[config.mk]
export PLATFORM = sky130hd
export DESIGN_NAME = rsc_reset_ctrl
export DESIGN_NICKNAME = d
export VERILOG_FILES = /design/src/rsc_pkg.sv /design/src/rsc_reset_ctrl.sv
export SDC_FILE = /design/constraint.sdc
export NUM_CORES = 1
export LEC_CHECK = 0
export BUFFER_PORTS_ARGS = -buffer_cell sky130_fd_sc_hd__buf_4
export CORE_MARGIN = 5
export CORE_UTILIZATION = 45
export CTS_CLUSTER_SIZE = 10
export DETAILED_ROUTE_END_ITERATION = 8
export PLACE_DENSITY = 0.67
export SYNTH_ARGS = -nofsm -noshare
export SYNTH_HDL_FRONTEND = slang
export SYNTH_SLANG_ARGS = --single-unit
[constraint.sdc]
create_clock -name i_clk_sys -period 2.94 [get_ports i_clk_sys]
set_input_delay 0.147 -clock i_clk_sys [delete_from_list [all_inputs] [get_ports i_clk_sys]]
set_output_delay 0.147 -clock i_clk_sys [all_outputs]
set_load 0.01 [all_outputs]
[src/rsc_pkg.sv]
// Package for the reset source controller: register map, fields, timing.
package rsc_pkg;
  // Register offsets (byte addresses)
  localparam logic [7:0] RSC_OFF_CAUSE = 8'h00;
  localparam logic [7:0] RSC_OFF_BOR_CTRL = 8'h04;
  localparam logic [7:0] RSC_OFF_OSC_CTRL = 8'h08;
  localparam logic [7:0] RSC_OFF_SYS_CTRL = 8'h0c;
  localparam logic [7:0] RSC_OFF_SRST0 = 8'h10;
  localparam logic [7:0] RSC_OFF_SRST1 = 8'h14;
  localparam logic [7:0] RSC_OFF_SRST2 = 8'h18;
  localparam logic [7:0] RSC_OFF_WD_LOAD = 8'h1c;
  localparam logic [7:0] RSC_OFF_WD_CTRL = 8'h20;
  localparam logic [7:0] RSC_OFF_WD_ICR = 8'h24;
  localparam logic [7:0] RSC_OFF_WD_VALUE = 8'h28;
  localparam logic [7:0] RSC_OFF_IDENT0 = 8'h2c;
  localparam logic [7:0] RSC_OFF_IDENT1 = 8'h30;
  localparam logic [7:0] RSC_OFF_CAP0 = 8'h34;
  // Reset-cause bit positions
  localparam int RSC_CAUSE_EXT = 0;
  localparam int RSC_CAUSE_POR = 1;
  localparam int RSC_CAUSE_BOR = 2;
  localparam int RSC_CAUSE_WDT = 3;
  localparam int RSC_CAUSE_SW = 4;
  localparam int RSC_CAUSE_OSC = 5;
  localparam int RSC_CAUSE_W = 6;
  // Control field positions
  localparam int RSC_BOR_RST_EN_BIT = 1;
  localparam int RSC_OSC_CHK_EN_BIT = 0;
  localparam int RSC_SYS_RST_REQ_BIT = 0;
  localparam int RSC_WD_INT_EN_BIT = 0;
  localparam int RSC_WD_RST_EN_BIT = 1;
  // Reset values
  localparam logic [31:0] RSC_WD_LOAD_RST = 32'hffff_ffff;
  localparam logic [31:0] RSC_READ_UNMAPPED = 32'h0000_0000;
  // Identification values are arbitrary
  localparam logic [31:0] RSC_IDENT0_VAL = 32'h0001_0000;
  localparam logic [31:0] RSC_IDENT1_VAL = 32'h0000_0101;
  localparam logic [31:0] RSC_CAP0_VAL = 32'h0003_0007;
  // Internal reset hold after all sources drop
  localparam int RSC_CLK_MHZ = 125;
  localparam int RSC_HOLD_NS = 64;
  localparam int RSC_HOLD_CYC = (RSC_HOLD_NS * RSC_CLK_MHZ + 999) / 1000;
  typedef enum logic [1:0] {RSC_RUN, RSC_HOLD, RSC_FETCH_SP, RSC_FETCH_PC} rsc_seq_t;
endpackage

[src/rsc_reset_ctrl.sv]
// Reset source controller: combines sources, records cause, sequences release.
`timescale 1ns/10ps
`default_nettype none
// Notes on behaviour
// - Six sources each reset the system
// - Set cause bit of causing source
// - Cause bits survive other resets
// - Power-on clears causes, sets power-on bit
// - Power-on resets test port; pin does not
// - Hold reset while power-on detector active
// - After release fetch stack, counter, run
// - Power-on reset only at initial power-up
// - Pin resets core and peripherals only
// - Brown-out reset disabled after reset
// - Brown-out gives interrupt or reset
// - Brown-out reset needs enable bit
// - Brown-out holds reset while present
// - Three peripheral reset registers, set-then-clear
// - Peripheral reset bits match clock gating
// - Peripheral reset hits all its domains
// - Reset request bit resets whole system
// - Watchdog interrupt first, reset second
// - Watchdog reloads 32-bit counter after first
// - Watchdog reset only uncleared and enabled
// - Read-only identification registers
// - Oscillator failure has own cause bit
// - Oscillator check only when enabled
module rsc_reset_ctrl #(
  parameter int PERIPH_W = 32,
  parameter int HOLD_CYC = rsc_pkg::RSC_HOLD_CYC
) (
  // Clock and reset
  input wire logic i_clk_sys,
  input wire logic i_srst,
  // Reset sources
  input wire logic i_ext_reset_n,
  input wire logic i_por_active,
  input wire logic i_brownout,
  input wire logic i_osc_fail,
  // Register port
  input wire logic [7:0] i_addr,
  input wire logic [31:0] i_wdata,
  input wire logic i_wr,
  input wire logic i_rd,
  output logic [31:0] o_rdata,
  // Reset outputs
  output logic o_sys_reset,
  output logic o_tap_reset,
  output logic [3*PERIPH_W-1:0] o_periph_reset,
  output logic o_fetch_sp,
  output logic o_fetch_pc,
  output logic o_core_run,
  // Interrupts towards the core
  output logic o_brownout_irq,
  output logic o_watchdog_irq
);
  import rsc_pkg::*;

  // Elaboration checks: a peripheral word fits one register, the hold counter is
  // sixteen bits wide and the cause register holds one bit per source
  initial begin
    if (PERIPH_W < 1 || PERIPH_W > 32) begin
      $error("rsc_reset_ctrl: PERIPH_W must lie in 1..32");
    end
    if (HOLD_CYC < 1 || HOLD_CYC > 65535) begin
      $error("rsc_reset_ctrl: HOLD_CYC must lie in 1..65535");
    end
    if (RSC_CAUSE_W < 6) begin
      $error("rsc_reset_ctrl: cause register too narrow");
    end
  end

  typedef struct packed {
    // Pin synchroniser
    logic ext_s1;
    logic ext_s2;
    // Causes and configuration
    logic por_seen;
    logic [RSC_CAUSE_W-1:0] cause;
    logic bor_rst_en;
    logic bor_latch;
    logic bor_irq;
    logic osc_chk_en;
    logic sw_req;
    // Peripheral reset registers
    logic [2:0][31:0] srst;
    // Watchdog
    logic [31:0] wd_load;
    logic [31:0] wd_cnt;
    logic wd_int_en;
    logic wd_rst_en;
    logic wd_int;
    logic wd_rst;
    // Release sequencer
    logic [15:0] hold;
    rsc_seq_t seq;
    // Registered outputs
    logic fetch_sp;
    logic fetch_pc;
    logic core_run;
    logic sys_reset;
    logic tap_reset;
    logic [3*PERIPH_W-1:0] periph_reset;
    logic [31:0] rdata;
  } rsc_state_t;

  rsc_state_t st;
  rsc_state_t next_st;

  // Places a single control bit at its field position in a read word
  function automatic logic [31:0] rsc_field(input logic b, input int pos);
    return 32'(b) << pos;
  endfunction

  // Read multiplexer; unmapped and write-only offsets read as zero
  function automatic logic [31:0] rsc_read(input rsc_state_t s, input logic [7:0] a);
    logic [31:0] v;
    v = RSC_READ_UNMAPPED;
    case (a)
      RSC_OFF_CAUSE: v = 32'(s.cause);
      RSC_OFF_BOR_CTRL: v = rsc_field(s.bor_rst_en, RSC_BOR_RST_EN_BIT);
      RSC_OFF_OSC_CTRL: v = rsc_field(s.osc_chk_en, RSC_OSC_CHK_EN_BIT);
      RSC_OFF_SRST0: v = s.srst[0];
      RSC_OFF_SRST1: v = s.srst[1];
      RSC_OFF_SRST2: v = s.srst[2];
      RSC_OFF_WD_LOAD: v = s.wd_load;
      RSC_OFF_WD_CTRL: v = rsc_field(s.wd_int_en, RSC_WD_INT_EN_BIT)
                           | rsc_field(s.wd_rst_en, RSC_WD_RST_EN_BIT);
      RSC_OFF_WD_ICR: v = 32'(s.wd_int);
      RSC_OFF_WD_VALUE: v = s.wd_cnt;
      RSC_OFF_IDENT0: v = RSC_IDENT0_VAL;
      RSC_OFF_IDENT1: v = RSC_IDENT1_VAL;
      RSC_OFF_CAP0: v = RSC_CAP0_VAL;
      default: v = RSC_READ_UNMAPPED;
    endcase
    return v;
  endfunction

  // Next-state logic for the whole block
  always_comb begin
    logic ext_req;
    logic por_req;
    logic bor_req;
    logic osc_req;
    logic wd_req;
    logic sw_sys;
    logic any_req;
    logic wr_here;
    next_st = st;
    ext_req = 1'b0;
    por_req = 1'b0;
    bor_req = 1'b0;
    osc_req = 1'b0;
    wd_req = 1'b0;
    sw_sys = 1'b0;
    any_req = 1'b0;
    wr_here = 1'b0;

    // Two-stage pin synchroniser; only the second stage is used
    next_st.ext_s1 = ~i_ext_reset_n;
    next_st.ext_s2 = st.ext_s1;
    ext_req = st.ext_s2;
    // Detector honoured only until it is first seen released with the system reset low; later pulses are ignored
    por_req = i_por_active & ~st.por_seen;
    if (!i_por_active && !st.sys_reset) begin
      next_st.por_seen = 1'b1;
    end
    // The system reset clears the enable bit, so a latch keeps a brown-out reset
    // going while the supply stays low; without it the request would drop after one
    // cycle and the reset once the hold ran out, with the supply still bad
    bor_req = i_brownout & (st.bor_rst_en | st.bor_latch);
    next_st.bor_latch = bor_req;
    osc_req = i_osc_fail & st.osc_chk_en;
    wd_req = st.wd_rst;
    sw_sys = st.sw_req;
    any_req = ext_req | por_req | bor_req | osc_req | wd_req | sw_sys;

    // Brown-out without reset enable raises the interrupt instead
    if (i_brownout && !st.bor_rst_en && !st.bor_latch) begin
      next_st.bor_irq = 1'b1;
    end

    // Register writes; writes to read-only offsets fall through untouched
    if (i_wr) begin
      case (i_addr)
        // Write-AND: a 0 clears a cause bit, a 1 leaves it
        RSC_OFF_CAUSE: next_st.cause = st.cause & i_wdata[RSC_CAUSE_W-1:0];
        RSC_OFF_BOR_CTRL: begin
          next_st.bor_rst_en = i_wdata[RSC_BOR_RST_EN_BIT];
          next_st.bor_irq = 1'b0;
        end
        RSC_OFF_OSC_CTRL: next_st.osc_chk_en = i_wdata[RSC_OSC_CHK_EN_BIT];
        // Request bit is write-only and reads as 0
        RSC_OFF_SYS_CTRL: next_st.sw_req = i_wdata[RSC_SYS_RST_REQ_BIT];
        RSC_OFF_SRST0: next_st.srst[0] = i_wdata;
        RSC_OFF_SRST1: next_st.srst[1] = i_wdata;
        RSC_OFF_SRST2: next_st.srst[2] = i_wdata;
        RSC_OFF_WD_LOAD: begin
          next_st.wd_load = i_wdata;
          next_st.wd_cnt = i_wdata;
        end
        RSC_OFF_WD_CTRL: begin
          next_st.wd_int_en = st.wd_int_en | i_wdata[RSC_WD_INT_EN_BIT];
          next_st.wd_rst_en = i_wdata[RSC_WD_RST_EN_BIT];
        end
        RSC_OFF_WD_ICR: begin
          wr_here = 1'b1;
          next_st.wd_int = 1'b0;
          next_st.wd_cnt = st.wd_load;
        end
        default: next_st.cause = st.cause;
      endcase
    end

    // Watchdog: first zero interrupts and reloads, second zero resets.
    // A service write in the same cycle as the second zero blocks the reset, but
    // the interrupt stays set, so the next zero resets unless serviced again.
    if (st.wd_int_en && !st.sys_reset) begin
      if (st.wd_cnt == 32'h0000_0000) begin
        next_st.wd_cnt = st.wd_load;
        if (st.wd_int && st.wd_rst_en && !wr_here) begin
          next_st.wd_rst = 1'b1;
        end
        next_st.wd_int = 1'b1;
      end else if (!wr_here) begin
        next_st.wd_cnt = st.wd_cnt - 32'h0000_0001;
      end
    end

    // Cause recording; sticky over other resets, power-on wipes the rest
    if (por_req) begin
      next_st.cause = '0;
      next_st.cause[RSC_CAUSE_POR] = 1'b1;
    end else begin
      if (ext_req) next_st.cause[RSC_CAUSE_EXT] = 1'b1;
      if (bor_req) next_st.cause[RSC_CAUSE_BOR] = 1'b1;
      if (wd_req) next_st.cause[RSC_CAUSE_WDT] = 1'b1;
      if (sw_sys) next_st.cause[RSC_CAUSE_SW] = 1'b1;
      if (osc_req) next_st.cause[RSC_CAUSE_OSC] = 1'b1;
    end

    // Release sequencing; the test port follows power-on only, so a debugger
    // stays attached across pin, brown-out and software resets
    next_st.tap_reset = por_req;
    case (st.seq)
      RSC_RUN: begin
        if (any_req) begin
          next_st.seq = RSC_HOLD;
          next_st.sys_reset = 1'b1;
        end
      end
      RSC_HOLD: begin
        next_st.sys_reset = 1'b1;
        if (any_req) begin
          next_st.hold = HOLD_CYC[15:0];
        end else if (st.hold <= 16'h0001) begin
          next_st.seq = RSC_FETCH_SP;
          next_st.sys_reset = 1'b0;
        end else begin
          next_st.hold = st.hold - 16'h0001;
        end
      end
      RSC_FETCH_SP: next_st.seq = any_req ? RSC_HOLD : RSC_FETCH_PC;
      RSC_FETCH_PC: next_st.seq = any_req ? RSC_HOLD : RSC_RUN;
      default: next_st.seq = RSC_HOLD;
    endcase
    if (any_req) begin
      next_st.sys_reset = 1'b1;
      next_st.hold = HOLD_CYC[15:0];
    end

    // System reset clears everything except sticky causes, power-on memory and the brown-out latch
    if (next_st.sys_reset && any_req) begin
      next_st.sw_req = 1'b0;
      next_st.wd_rst = 1'b0;
      next_st.wd_int = 1'b0;
      next_st.wd_int_en = 1'b0;
      next_st.wd_rst_en = 1'b0;
      next_st.wd_load = RSC_WD_LOAD_RST;
      next_st.wd_cnt = RSC_WD_LOAD_RST;
      next_st.bor_rst_en = 1'b0;
      next_st.bor_irq = 1'b0;
      next_st.osc_chk_en = 1'b0;
      next_st.srst = '0;
    end

    // Sequence flags are registered so that the core sees glitch-free strobes
    next_st.fetch_sp = (next_st.seq == RSC_FETCH_SP);
    next_st.fetch_pc = (next_st.seq == RSC_FETCH_PC);
    next_st.core_run = (next_st.seq == RSC_RUN);

    // Peripheral reset pulses on set-then-clear, driving all its domains
    for (int r = 0; r < 3; r++) begin
      for (int b = 0; b < PERIPH_W; b++) begin
        next_st.periph_reset[r*PERIPH_W+b] = (st.srst[r][b] & ~next_st.srst[r][b])
                                             | next_st.sys_reset;
      end
    end

    // Read data stands for one cycle only and is zero otherwise
    next_st.rdata = i_rd ? rsc_read(st, i_addr) : 32'h0000_0000;
  end

  always_ff @(posedge i_clk_sys) begin
    if (i_srst) begin
      // Power-up state: everything held in reset, sequencer counting the hold
      st <= '0;
      st.sys_reset <= 1'b1;
      st.tap_reset <= 1'b1;
      st.seq <= RSC_HOLD;
      st.hold <= HOLD_CYC[15:0];
      st.wd_load <= RSC_WD_LOAD_RST;
      st.wd_cnt <= RSC_WD_LOAD_RST;
      st.periph_reset <= '1;
    end else begin
      st <= next_st;
    end
  end

  // Every output comes straight from the state register
  assign o_rdata = st.rdata;
  assign o_sys_reset = st.sys_reset;
  assign o_tap_reset = st.tap_reset;
  assign o_periph_reset = st.periph_reset;
  assign o_fetch_sp = st.fetch_sp;
  assign o_fetch_pc = st.fetch_pc;
  assign o_core_run = st.core_run;
  assign o_brownout_irq = st.bor_irq;
  assign o_watchdog_irq = st.wd_int;
endmodule // rsc_reset_ctrl
`default_nettype wire

; Word-level counts from Yosys, hierarchy flattened
; Index checks and enable logic that the tools add are counted.
; W data, S select, Z words.
[op_classes]
add_sub_neg = 2
mul = 0
n_div = 0
order_cmp = 1
n_eq_ne = 18
n_shift = 0
mux = 40
bitwise_logic = 304
n_reduce_logical = 45
[ops]
columns = cell, count
row1 = $pmux W32 S13, 1
row2 = $mux W32, 7
row3 = $mux W166, 1
row4 = $mux W164, 1
row5 = $or A1 B1 Y1, 103
row6 = $not A1 Y1, 100
row7 = $and A1 B1 Y1, 99
row8 = $pmux W32 S2, 1
row9 = $eq A8 B6 Y1 const B, 6
row10 = $eq A8 B5 Y1 const B, 4
row11 = $logic_not A32 Y1, 1
row12 = $sub A32 B1 Y32 const B, 1
row13 = $reduce_and A2 Y1, 12
row14 = $reduce_bool A2 Y1, 12
row15 = $mux W1, 19
row16 = $eq A8 B4 Y1 const B, 2
row17 = $le A16 B1 Y1 const B, 1
row18 = $sub A16 B1 Y16 const B, 1
row19 = $mux W2, 7
row20 = $eq A2 B2 Y1 const B, 4
row21 = $eq A8 B3 Y1 const B, 1
row22 = $logic_not A8 Y1, 1
row23 = $pmux W2 S4, 1
row24 = $reduce_or A2 Y1, 4
row25 = 9 further kinds, 20
[word_totals]
regBits = 329
latch_bits = 0
mem_bits_rw = 0
rom_bits = 0
in_bits = 48
output_inout_bits = 135
elab_cells = 442
n_memories = 0

; Logic depth before layout (Yosys ltp)
; Gate-level depths: netlist of the first run.
[depth]
word_depth = 13
mapped_depth = 11
mapped_depth_nobuf = 8

; Worst setup path before layout of the first run
; OpenSTA, ideal clock, no wires.
[synth_path]
path_type = reg2reg
from = register st[160] (netlist bit)
to = register st[172] (netlist bit)
arrival_ns = 2.356
t_required_ns = 2.818
path_slack_ns = 0.463
stages_incl_launch_ff = 8
path_cell_list = dfxtp_1 > clkbuf_1 > or4_1 > nor3_1 > nand3_1 > or4_1 > xnor2_1 > a221o_1
[synth_between]
elab_chain_cells = 4
[synth_lines]
columns = element, line
row1 = "start, declared", rsc_reset_ctrl.sv:107  ; rsc_state_t st;
row2 = "start signal, assigned", rsc_reset_ctrl.sv:316  ; st <= next_st;
row3 = $sub A32 B1 Y32, rsc_reset_ctrl.sv:226  ; next_st.wd_cnt = st.wd_cnt - 32'h0000_0001;
row4 = $mux W32, rsc_reset_ctrl.sv:225  ; end else if (!wr_here) begin
row5 = $mux W32 *, rsc_reset_ctrl.sv:219  ; if (st.wd_cnt == 32'h0000_0000) begin
row6 = $mux W32 *, rsc_reset_ctrl.sv:218  ; if (st.wd_int_en && !st.sys_reset) begin
; Mark *: on every way between the ends. The rest lies on a longest branch, timed or not.
; A chain may end at the register's enable or synchronous reset.

; Final worst setup path of the first run
[layout_path]
from = register st[179] (netlist bit)
to = register st[185] (netlist bit)
; Same word-level chain as after synthesis.

==> results of run 1 <==
==> flip-flops by register name, indices dropped and copies added, names as in the netlist <==
signal and cells:
st 193, o_core_run 1, o_fetch_pc 1, o_tap_reset 1
o_periph_reset 96, o_sys_reset 1, next_st 1, o_watchdog_irq 1
o_fetch_sp 1, o_brownout_irq 1, o_rdata 32
==> stage by stage <==
stage,power [mW],cells
2_1_floorplan,4.986,1803
3_3_place_gp,5.144,2154
3_5_place_dp,5.151,2154
4_1_cts,9.445,2240
5_1_grt,9.683,2240
6_report,9.351,2240
==> how the worst min path moves through the flow <==
stage                       start                      end  slack [ns]  depth (start not counted)
floorplan           i_ext_reset_n  next_st[327]$_SDFF_PP0_        0.21                          1
global placement    i_ext_reset_n  next_st[327]$_SDFF_PP0_        0.30                          2
CTS                  i_por_active     st[321]$_SDFFE_PP0P_        0.02                          3
finish               i_por_active     st[321]$_SDFFE_PP0P_        0.03                          3
detailed placement  i_ext_reset_n  next_st[327]$_SDFF_PP0_        0.31                          2
global route                 i_wr     st[153]$_SDFFE_PP0P_        0.07                          3
==> power by group <==
part | internal (mW) | leakage (nW) | total (mW) | switching (mW)
Clock | 2.54 | 0.533 | 4.25 | 1.71
Combinational | 0.220 | 2.63 | 0.545 | 0.325
Sequential | 4.52 | 2.66 | 4.55 | 0.0292
Total | 7.29 | 5.83 | 9.35 | 2.06
==> per-layer routing <==
layer,global-route usage [%],vias up
met5,0,-
met4,6.446,0
met3,4.372,77
met2,37.53,480
met1,29.09,5981
li1,-,6048
==> timing repair <==
item,CTS,global route
endpoints found under the hold margin,139,0
hold buffers,37,0
resized for setup,0,0
==> worst max-delay path: stages, from the launching register on <==
cell and delay, ns:
sky130_fd_sc_hd__dfxtp_1 0.36, sky130_fd_sc_hd__or4_4 0.57, sky130_fd_sc_hd__or4b_1 0.63, sky130_fd_sc_hd__o31ai_4 0.40, sky130_fd_sc_hd__nand2_2 0.28, sky130_fd_sc_hd__o21ai_0 0.22, sky130_fd_sc_hd__a21oi_1 0.06
==> cell type report <==
cell class                 count  share of cell area [%]
timing repair buffer         267                   12.92
multi-input combinational   1184                   37.38
inverter                       9                  0.2045
tap                          402                   3.045
clock buffer                  49                   6.575
sequential                   329                   39.88
==> placed cells by master (no fill, tap or decap), types with 9 or more instances in the layout <==
cell type / instances
sky130_fd_sc_hd__a221o_1: 39
sky130_fd_sc_hd__nor3_1: 14
sky130_fd_sc_hd__a21oi_1: 150
sky130_fd_sc_hd__a22o_1: 9
sky130_fd_sc_hd__nor2_1: 150
sky130_fd_sc_hd__a22oi_1: 53
sky130_fd_sc_hd__o21ai_0: 117
sky130_fd_sc_hd__or4_1: 9
sky130_fd_sc_hd__xnor2_1: 26
sky130_fd_sc_hd__clkbuf_16: 41
sky130_fd_sc_hd__dlygate4sd3_1: 37
sky130_fd_sc_hd__buf_4: 227
sky130_fd_sc_hd__nand2_1: 412
sky130_fd_sc_hd__nand3_1: 38
sky130_fd_sc_hd__nor4_1: 12
sky130_fd_sc_hd__a31oi_1: 28
sky130_fd_sc_hd__dfxtp_1: 329
sky130_fd_sc_hd__a211oi_1: 11
==> kinds of logic (layout without fill, tap and decap cells) <==
family	after synthesis	in the layout	synth area share [%]
AOI/OAI and AO/OA	437	437	19.08
adders and majority gates	4	4	0.3480
and+or+nand+nor	706	706	21.08
buffers and inverters	290	325	11.41
muxes	3	3	0.2088
DFF	329	329	45.80
xor gates and xnor gates	34	34	2.071
==> parameters.txt, run 1 <==
Parameter                              Value

STA
  Clock period minus worst slack    2.668 ns
  Worst hold-check slack    0.02509 ns
  Sum Neg Setup Slack    0 ns
  Worst path setup slack after routing    0.2723 ns
  Final max-slew violation count    0
  Normalized max-slew margin    19.85%
  Highest achievable clock rate    374.9 MHz
  Least-Margin Pin Slew    1.198 ns
  Final Cycle Share    90.74%
  Final hold violation count    0
  Unrepaired setup endpoints after global routing    false
  Layout Skew    0.01230 ns
  Setup violations, final    0

Die
  Die area    35630 sq um
  Die span in x    188.8 microns
  Core area    31560 sq um
  Effective utilization at floorplan    45.57%
  Top-level port count    183
  Number of standard-cell rows in the floorplan    65
  Chip Height    188.8 microns

Global routing
  Number of antenna violations at the first check in global routing    0
  Largest net degree at the start of global routing    98
  Vias in the first global route    12.38k
  Overflow left after global routing    0
  Overall fraction of global-route tracks in use    22.24%
  Global-route wire length before repair    66110 microns

Placed design
  Post-detailed-placement half-perimeter wirelength    27160 microns
  Final weighted congestion of routability-driven global placement    0.9429
  IO Port Bufs    182
  Total cell area at the placement stage    15060 sq um
  Setup slack at placement    0.2960 ns

Synth
  Most frequently used cell type in the post-synthesis netlist    sky130_fd_sc_hd__nand2_1
  Cell type contributing the most total cell area after synthesis    sky130_fd_sc_hd__dfxtp_1
  Summed instance area of the synthesized netlist    14380 sq um
  Number of enable flip-flop cells after synthesis    0
  Fraction of synthesis flops using an asynchronous set or reset pin    0%
  Share of synthesized area occupied by flip-flops and latches    45.80%
  Syn Inst Count    1803
  Top cells by area, synth    sky130_fd_sc_hd__dfxtp_1 46%, sky130_fd_sc_hd__nand2_1 11%, sky130_fd_sc_hd__buf_4 6.9%
  Number of distinct library cells after synthesis    61
  Number of warnings issued by yosys    0
  Post-synth net total    1855
  Register bit total from synthesis    329
  Cell types with the highest counts after synthesis    415 x sky130_fd_sc_hd__nand2_1, 329 x sky130_fd_sc_hd__dfxtp_1, 151 x sky130_fd_sc_hd__nor2_1
  Yosys top cell area share    45.80%
  Synthesized area per cell    7.976 sq um
  Top_reg_cell synth    sky130_fd_sc_hd__dfxtp_1

Critical path
  Setup crit start kind    flip-flop
  Crit Reg-Reg Startpoint    st[179]$_SDFF_PP1_
  Nature of the critical path endpoint    flip-flop
  Capturing point of the worst reg2reg path    st[185]$_SDFF_PP1_
  Worst setup slack for register-to-register paths    0.27 ns
  Worst R2R Path Depth    6
  Critical path origin    st[179]$_SDFF_PP1_
  Arrival time at the worst endpoint    3.03 ns
  CP required    3.30 ns
  Maximum fanout along the worst path    14
  Critical path class    flip-flop to flip-flop
  Timing endpoint of the critical path    st[185]$_SDFF_PP1_

Hold path
  Tightest Hold Check Type    primary input to flip-flop

Detailed routing
  Number of DRC violations after detailed-routing iteration 0    1133
  Top Layer Used    met4
  Vias    12.59k
  M1 WL    17530 microns
  Pre-antenna DRT Iters    5
  Number of antenna-violating nets in the routed design    0
  Vias per cell    5.619
  Met3 wire length    2975 microns
  Met2 Wirelength    19550 microns
  Final Routed Wirelength    40940 microns
  Routed WL per cell    18.28 microns
  # DRC    0

CTS
  Deepest clock path buffer count    3
  Latest clock arrival within the worst-skew pair    0.52 ns
  Number of levels the H-tree was split into    2
  Clock sink count    329
  Setup bufs post-CTS    0
  CTS tree    built
  Number of buffers created by CTS    39
  Clock slew at the register clock pins of the worst setup and hold paths    0.05 ns
  Clock tree root buffer cell    sky130_fd_sc_hd__clkbuf_16

Finish
  # fillers    2981
  Share of final-layout standard cells stronger than drive strength 1    15.89%
  Seq. cell area    6586 sq um
  Net count, final    1882
  Layout overhead on the synthesized area    14.85%
  Area of combinational cells with multiple inputs    6173 sq um
  Antenna cells    0
  Post-Layout Inst Area    16520 sq um
  Utilization of the core after routing    52.34%

Pwr
  Worst vdd rail ir drop    433.4 uV
  Power density of the placed cells    566.1 nW/um^2
  Leakage power summed over all cells    5.826 nW

Flow run
  # Max-Cap Violations    0

Status
  Outcome    finished clean
Power figures use the tool's default switching activity.
==> run 2, diff against run 1 <==
ABC_AREA = 1   (was unset)
PLACE_DENSITY = 0.66   (was 0.67)
clock period = 2.5 ns   (was 2.94 ns; I/O delays follow)
==> parameters.txt, run 2 <==
Parameter                              Value

Status
  Outcome    finished clean

Die
  Chip Height    192.7 microns
  Top-level port count    183
  Number of standard-cell rows in the floorplan    67
  Core area    33280 sq um
  Die area    37150 sq um
  Effective utilization at floorplan    45.15%
  Die span in x    192.7 microns

STA
  Final hold violation count    0
  Least-Margin Pin Slew    0.7824 ns
  Final max-slew violation count    0
  Clock period minus worst slack    2.114 ns
  Layout Skew    0.01658 ns
  Highest achievable clock rate    473.1 MHz
  Unrepaired setup endpoints after global routing    false
  Final Cycle Share    84.56%
  Setup violations, final    0
  Normalized max-slew margin    47.29%
  Sum Neg Setup Slack    0 ns

Pwr
  Power share of the combinational group    6.8%
  Relative contribution of the clock network to total power    46.2%
  Leakage power summed over all cells    7.101 nW
  Power density of the placed cells    650.1 nW/um^2
  Worst vdd rail ir drop    398.3 uV
  Switching portion of total power    23.53%
  Power share of the sequential group    47.0%
  Net switching power of the design    2.696 mW
  Internal power of the cells    8.759 mW

Finish
  Leading cell type in the layout, fill and taps excluded    sky130_fd_sc_hd__nand2_1
  Utilization of the core after routing    52.94%
  Net count, final    2242
  Commonest cells after routing, fill and taps aside    470 x sky130_fd_sc_hd__nand2_1, 329 x sky130_fd_sc_hd__dfxtp_1, 268 x sky130_fd_sc_hd__nor2_1
  Number of flip-flops under the largest register name    193
  Most flop-heavy register    st
  Layout overhead on the synthesized area    17.25%
  Antenna cells    0
  Share of final-layout standard cells stronger than drive strength 1    14.72%

Synth
  Top cells by area, synth    sky130_fd_sc_hd__dfxtp_1 44%, sky130_fd_sc_hd__nand2_1 12%, sky130_fd_sc_hd__o21ai_0 6.7%
  Post-synth net total    2143
  Yosys top cell area share    43.83%
  Register bit total from synthesis    329
  Most frequently used cell type in the post-synthesis netlist    sky130_fd_sc_hd__nand2_1
  Syn Inst Count    2091
  Number of warnings issued by yosys    0
  Summed instance area of the synthesized netlist    15030 sq um
  Fraction of synthesis flops using an asynchronous set or reset pin    0%
  Cell types with the highest counts after synthesis    471 x sky130_fd_sc_hd__nand2_1, 329 x sky130_fd_sc_hd__dfxtp_1, 268 x sky130_fd_sc_hd__nor2_1
  Number of distinct library cells after synthesis    37
  Share of synthesized area occupied by flip-flops and latches    43.83%
  Top_reg_cell synth    sky130_fd_sc_hd__dfxtp_1
  Synthesized area per cell    7.186 sq um
  Number of enable flip-flop cells after synthesis    0
  Cell type contributing the most total cell area after synthesis    sky130_fd_sc_hd__dfxtp_1

Global routing
  Global-route wire length before repair    76520 microns
  Overflow left after global routing    0
  Overall fraction of global-route tracks in use    26.28%
  Vias in the first global route    13.46k
  Largest net degree at the start of global routing    70
  Number of antenna violations at the first check in global routing    0

Critical path
  Critical path, cell by cell    o21ai_2, nand4_4, buf_4, inv_1, buf_4, o21ai_0, a211oi_1
  Setup crit start kind    flip-flop
  Worst setup slack for register-to-register paths    0.39 ns
  Worst R2R Path Depth    7
  Capturing point of the worst reg2reg path    st[232]$_SDFF_PP0_
  Maximum fanout along the worst path    63
  Cell repeated most along the worst path    sky130_fd_sc_hd__buf_4
  Largest incremental delay on the critical path    0.36 ns
  Nature of the critical path endpoint    flip-flop
  Critical path class    flip-flop to flip-flop
  Sum of buffers and inverters on the critical path    3
  CP required    2.93 ns
  Family with the most delay on the worst path    buffers and inverters
  Slowest stage cell, crit path    sky130_fd_sc_hd__buf_4
  Arrival time at the worst endpoint    2.55 ns
  Crit Reg-Reg Startpoint    st[319]$_SDFFE_PP0P_

Placed design
  IO Port Bufs    182
  Final weighted congestion of routability-driven global placement    0.9419
  Post-detailed-placement half-perimeter wirelength    36050 microns

CTS
  Deepest clock path buffer count    3
  Number of buffers created by CTS    40
  Number of levels the H-tree was split into    2
  CTS tree    built
  Clock tree root buffer cell    sky130_fd_sc_hd__clkbuf_16
  Latest clock arrival within the worst-skew pair    0.53 ns
  Clock slew at the register clock pins of the worst setup and hold paths    0.05 ns
  Clock sink count    329

Hold path
  Tightest Hold Check Type    primary input to flip-flop
  Hold Path Cell Cnt    3
  Worst Hold Endpoint    st[316]$_SDFFE_PP0P_
  Hold_sp    i_wr

Detailed routing
  Pre-antenna DRT Iters    5
  Routed WL per cell    18.98 microns
  Vias    14.31k
  # DRC    0
  Vias per cell    5.402
  Final Routed Wirelength    50280 microns
  Number of DRC violations after detailed-routing iteration 0    1492
  Number of antenna-violating nets in the routed design    0

Flow run
  # Max-Cap Violations    0
-- run 2: changes by cell type in the layout (fill, tap and decap cells not counted), moves of 39 or more --
cell                       change
sky130_fd_sc_hd__a221o_1      -39
sky130_fd_sc_hd__inv_1       +166
sky130_fd_sc_hd__nand2_1      +58
sky130_fd_sc_hd__a22oi_1      -53
sky130_fd_sc_hd__nand3_1      +81
sky130_fd_sc_hd__o21ai_0      +85
sky130_fd_sc_hd__a211oi_1     +57
sky130_fd_sc_hd__nor2_1      +118
sky130_fd_sc_hd__a21oi_1      -83
-- run 2: per-layer routing --
layer | global-route usage [%] | up-vias | wire length (microns)
met5 | 0 | - | 0
met4 | 5.540 | 0 | 754
met3 | 5.554 | 71 | 4860
met2 | 41.17 | 635 | 22360
li1 | - | 6895 | -
met1 | 37.48 | 6708 | 22300
-- run 2: final cells by class --
cell class	count	area, sq um
well taps	448	560.5
multi-input cells	1354	6349
inverters	183	686.9
fillers	3226	15660
clock buffers	49	1085
flip-flops and latches	329	6586
clock inverters	4	60.06
repair buffers	282	2292
-- run 2: what timing repair did --
| action | 4_1_cts | 5_1_grt |
|---|---|---|
| buffers inserted | 0 | 0 |
| hold buffers | 40 | 0 |
| gates resized for setup | 0 | 0 |
| hold endpoints to repair | 128 | 0 |
-- run 2: cells by family after synthesis --
| logic type | share of synthesized area (%) |
|---|---|
| buffers and inverters | 13.95 |
| adder cells (fa/ha/maj) | 0.3331 |
| flip-flops | 43.83 |
| XOR/XNOR | 0.8160 |
| AND/OR/NAND/NOR | 25.79 |
| AO/OA/AOI/OAI | 15.29 |
-- run 2: tightest hold or removal path: stages --
cell	delay, ns
sky130_fd_sc_hd__buf_4	0.20
sky130_fd_sc_hd__nand3_1	0.11
sky130_fd_sc_hd__a21oi_1	0.06
-- run 2: power groups by stage --
stage / logic [mW] / registers, mW / clock network (mW)
4_1_cts: 0.770 / 5.39 / 5.32
5_1_grt: 0.841 / 5.39 / 5.56
6_report: 0.775 / 5.39 / 5.29
2_1_floorplan: 0.446 / 5.48 / 0
3_5_place_dp: 0.719 / 5.50 / 0
3_3_place_gp: 0.712 / 5.50 / 0
-- run 2: worst max path at each step --
stage,startpoint,cells past startpoint,to,slack [ns]
global route,st[135]$_SDFFE_PP0P_,11,st[143]$_SDFFE_PP0P_,0.04
global placement,st[139]$_SDFFE_PP0P_,8,o_periph_reset[81]$_SDFF_PP1_,0.41
finish,st[319]$_SDFFE_PP0P_,7,st[232]$_SDFF_PP0_,0.39
CTS,st[139]$_SDFFE_PP0P_,8,o_periph_reset[47]$_SDFF_PP1_,0.41
detailed placement,st[139]$_SDFFE_PP0P_,8,o_periph_reset[88]$_SDFF_PP1_,0.42
floorplan,st[155]$_SDFF_PP1_,11,st[183]$_SDFF_PP1_,0.81
-- run 2: per-stage QoR --
stage / hold slack, ns / cells / power [mW] / instance area [sq um] / setup slack [ns]
final: 0.02661 / 2649 / 11.45 / 17620 / 0.3861
after floorplan: 0.1917 / 2091 / 5.930 / 15030 / 0.8109
after global placement: 0.2805 / 2556 / 6.210 / 16070 / 0.4068
after global routing: 0.02684 / 2649 / 11.80 / 17620 / 0.04494
after detailed placement: 0.2915 / 2556 / 6.217 / 16070 / 0.4245
after CTS: 0.01218 / 2649 / 11.48 / 17620 / 0.4079
==> run 3, diff against run 2 <==
PLACE_DENSITY = 0.69   (was 0.66)
clock period = 1.9 ns   (was 2.5 ns; I/O delays follow)
==> parameters.txt, run 3 (same netlist as run 2, synthesis figures left out) <==
Parameter                              Value

Status
  Outcome    finished clean

Hold path
  Worst Hold Endpoint    st[319]$_SDFFE_PP0P_
  Hold_sp    i_addr[0]
  Hold Path Cell Cnt    6
  Tightest Hold Check Type    primary input to flip-flop

Global routing
  Largest net degree at the start of global routing    64
  Overall fraction of global-route tracks in use    26.24%
  Overflow left after global routing    0
  Number of antenna violations at the first check in global routing    1
  Vias in the first global route    13.76k
  Global-route wire length before repair    76850 microns

STA
  Clock period minus worst slack    1.787 ns
  Final Cycle Share    94.07%
  Final max-slew violation count    0
  Normalized max-slew margin    67.11%
  Sum Neg Setup Slack    0 ns
  Final hold violation count    0
  Least-Margin Pin Slew    0.4916 ns
  Highest achievable clock rate    559.5 MHz
  Worst hold-check slack    0.02394 ns
  Setup violations, final    0
  Layout Skew    0.02058 ns
  Unrepaired setup endpoints after global routing    true

Detailed routing
  Vias per cell    5.427
  Vias    14.68k
  Pre-antenna DRT Iters    6
  # DRC    0
  Number of DRC violations after detailed-routing iteration 0    1607
  Routed WL per cell    18.80 microns
  Number of antenna-violating nets in the routed design    0
  Final Routed Wirelength    50850 microns

Finish
  Number of flip-flops under the largest register name    193
  Utilization of the core after routing    55.23%
  Most flop-heavy register    st
  Commonest cells after routing, fill and taps aside    468 x sky130_fd_sc_hd__nand2_1, 328 x sky130_fd_sc_hd__dfxtp_1, 266 x sky130_fd_sc_hd__buf_4
  Antenna cells    0
  Net count, final    2297
  Post-Layout Inst Area    18380 sq um
  Layout overhead on the synthesized area    22.32%
  Leading cell type in the layout, fill and taps excluded    sky130_fd_sc_hd__nand2_1
  # fillers    3113
  Share of final-layout standard cells stronger than drive strength 1    17.51%

Pwr
  Worst vdd rail ir drop    541.9 uV
  Power share of the combinational group    7.3%
  Leakage power summed over all cells    7.457 nW
  Net switching power of the design    3.576 mW
  Power, Total    15.25 mW
  Internal power of the cells    11.67 mW
  Switching portion of total power    23.45%
  Power share of the sequential group    46.5%
  Relative contribution of the clock network to total power    46.2%
  Power density of the placed cells    829.5 nW/um^2

CTS
  Latest clock arrival within the worst-skew pair    0.54 ns
  Number of buffers created by CTS    40
  Deepest clock path buffer count    3
  Clock slew at the register clock pins of the worst setup and hold paths    0.05 ns
  Number of levels the H-tree was split into    2
  Clock tree root buffer cell    sky130_fd_sc_hd__clkbuf_16
  Clock sink count    329
  CTS tree    built

Critical path
  Nature of the critical path endpoint    flip-flop
  Critical path class    flip-flop to flip-flop
  Worst setup slack for register-to-register paths    0.11 ns
  Maximum fanout along the worst path    8
  Critical path origin    st[135]$_SDFFE_PP0P_
  Capturing point of the worst reg2reg path    o_periph_reset[53]$_SDFF_PP1_
  Setup crit start kind    flip-flop
  CP required    2.31 ns
  Worst R2R Path Depth    9
  Arrival time at the worst endpoint    2.20 ns
  Crit Reg-Reg Startpoint    st[135]$_SDFFE_PP0P_

Die
  Die span in x    192.7 microns
  Top-level port count    183
  Effective utilization at floorplan    45.15%
  Die area    37150 sq um
  Number of standard-cell rows in the floorplan    67
  Chip Height    192.7 microns
  Core area    33280 sq um

Placed design
  Total cell area at the placement stage    16630 sq um
  Final weighted congestion of routability-driven global placement    0.9809
  Post-detailed-placement half-perimeter wirelength    36560 microns
  IO Port Bufs    182

Flow run
  # Max-Cap Violations    0
## run 3: changes by cell type in the layout (fill, tap and decap cells not counted), sizes merged
cell / previous run / this run
dlygate4sd3: 40 / 41
and3: 2 / 3
bufinv: 1 / 2
clkinv: 3 / 2
clkinvlp: 0 / 2
inv: 183 / 184
buf: 242 / 292
## run 3: layer usage
layer  vias up  GRT usage, %  share of wire (%)
met2       775         39.93                 43
met3       119         5.264                 11
met5         -             0              0.026
met4         2         9.600                3.6
met1      6788         36.91                 42
li1       6991             -                  -
## run 3: layout make-up
cell class,count,area [sq um],share of cell area (%)
Inverter,183,690.7,3.757
Clock buffer,47,1057,5.752
Timing Repair Buffer,335,2938,15.98
Multi-Input combinational cell,1355,6432,34.99
Sequential cell,329,6588,35.84
Clock inverter,6,110.1,0.5990
Tap cell,448,560.5,3.049
Timing Repair inverter,1,5.005,0.02723
## run 3: worst max path at each step
stage          slack (ns)  cells after the start                            end
2_1_floorplan        0.21                     11             st[183]$_SDFF_PP1_
3_3_place_gp        -0.19                     11         o_rdata[13]$_SDFF_PP0_
3_5_place_dp        -0.17                     11         o_rdata[13]$_SDFF_PP0_
4_1_cts              0.04                     11             st[157]$_SDFF_PP1_
5_1_grt             -0.04                     11             st[155]$_SDFF_PP1_
6_report             0.11                      9  o_periph_reset[53]$_SDFF_PP1_
## run 3: power groups by stage
stage | sequential [mW] | clock [mW] | combinational (mW)
2_1_floorplan | 7.22 | 0 | 0.587
3_3_place_gp | 7.23 | 0 | 0.962
3_5_place_dp | 7.23 | 0 | 0.970
4_1_cts | 7.08 | 7.14 | 1.04
5_1_grt | 7.09 | 7.43 | 1.21
6_report | 7.09 | 7.04 | 1.12
## run 3: worst max-delay path: stages, from the launching register on
cell and delay (ns):
sky130_fd_sc_hd__dfxtp_2 0.33, sky130_fd_sc_hd__buf_4 0.12, sky130_fd_sc_hd__ha_1 0.14, sky130_fd_sc_hd__o21ai_1 0.06, sky130_fd_sc_hd__nor2_1 0.11, sky130_fd_sc_hd__nand2_1 0.11
sky130_fd_sc_hd__nand2_4 0.13, sky130_fd_sc_hd__and3_4 0.38, sky130_fd_sc_hd__clkbuf_16 0.22, sky130_fd_sc_hd__nand2_1 0.05
## run 3: timing repair
| action | in CTS | in global routing |
|---|---|---|
| endpoints found under the setup margin | 25 | 134 |
| cloned | 0 | 5 |
| endpoints found under the hold margin | 193 | 0 |
| resized for setup | 1 | 29 |
| pin swaps | 0 | 1 |
| hold buffers | 41 | 0 |
| setup buffers | 0 | 0 |
## run 3: metrics by stage
stage	cells	setup slack (ns)
2_1_floorplan	2091	0.2109
3_3_place_gp	2605	-0.1884
3_5_place_dp	2605	-0.1720
4_1_cts	2699	0.03659
5_1_grt	2704	-0.04325
6_report	2704	0.1126
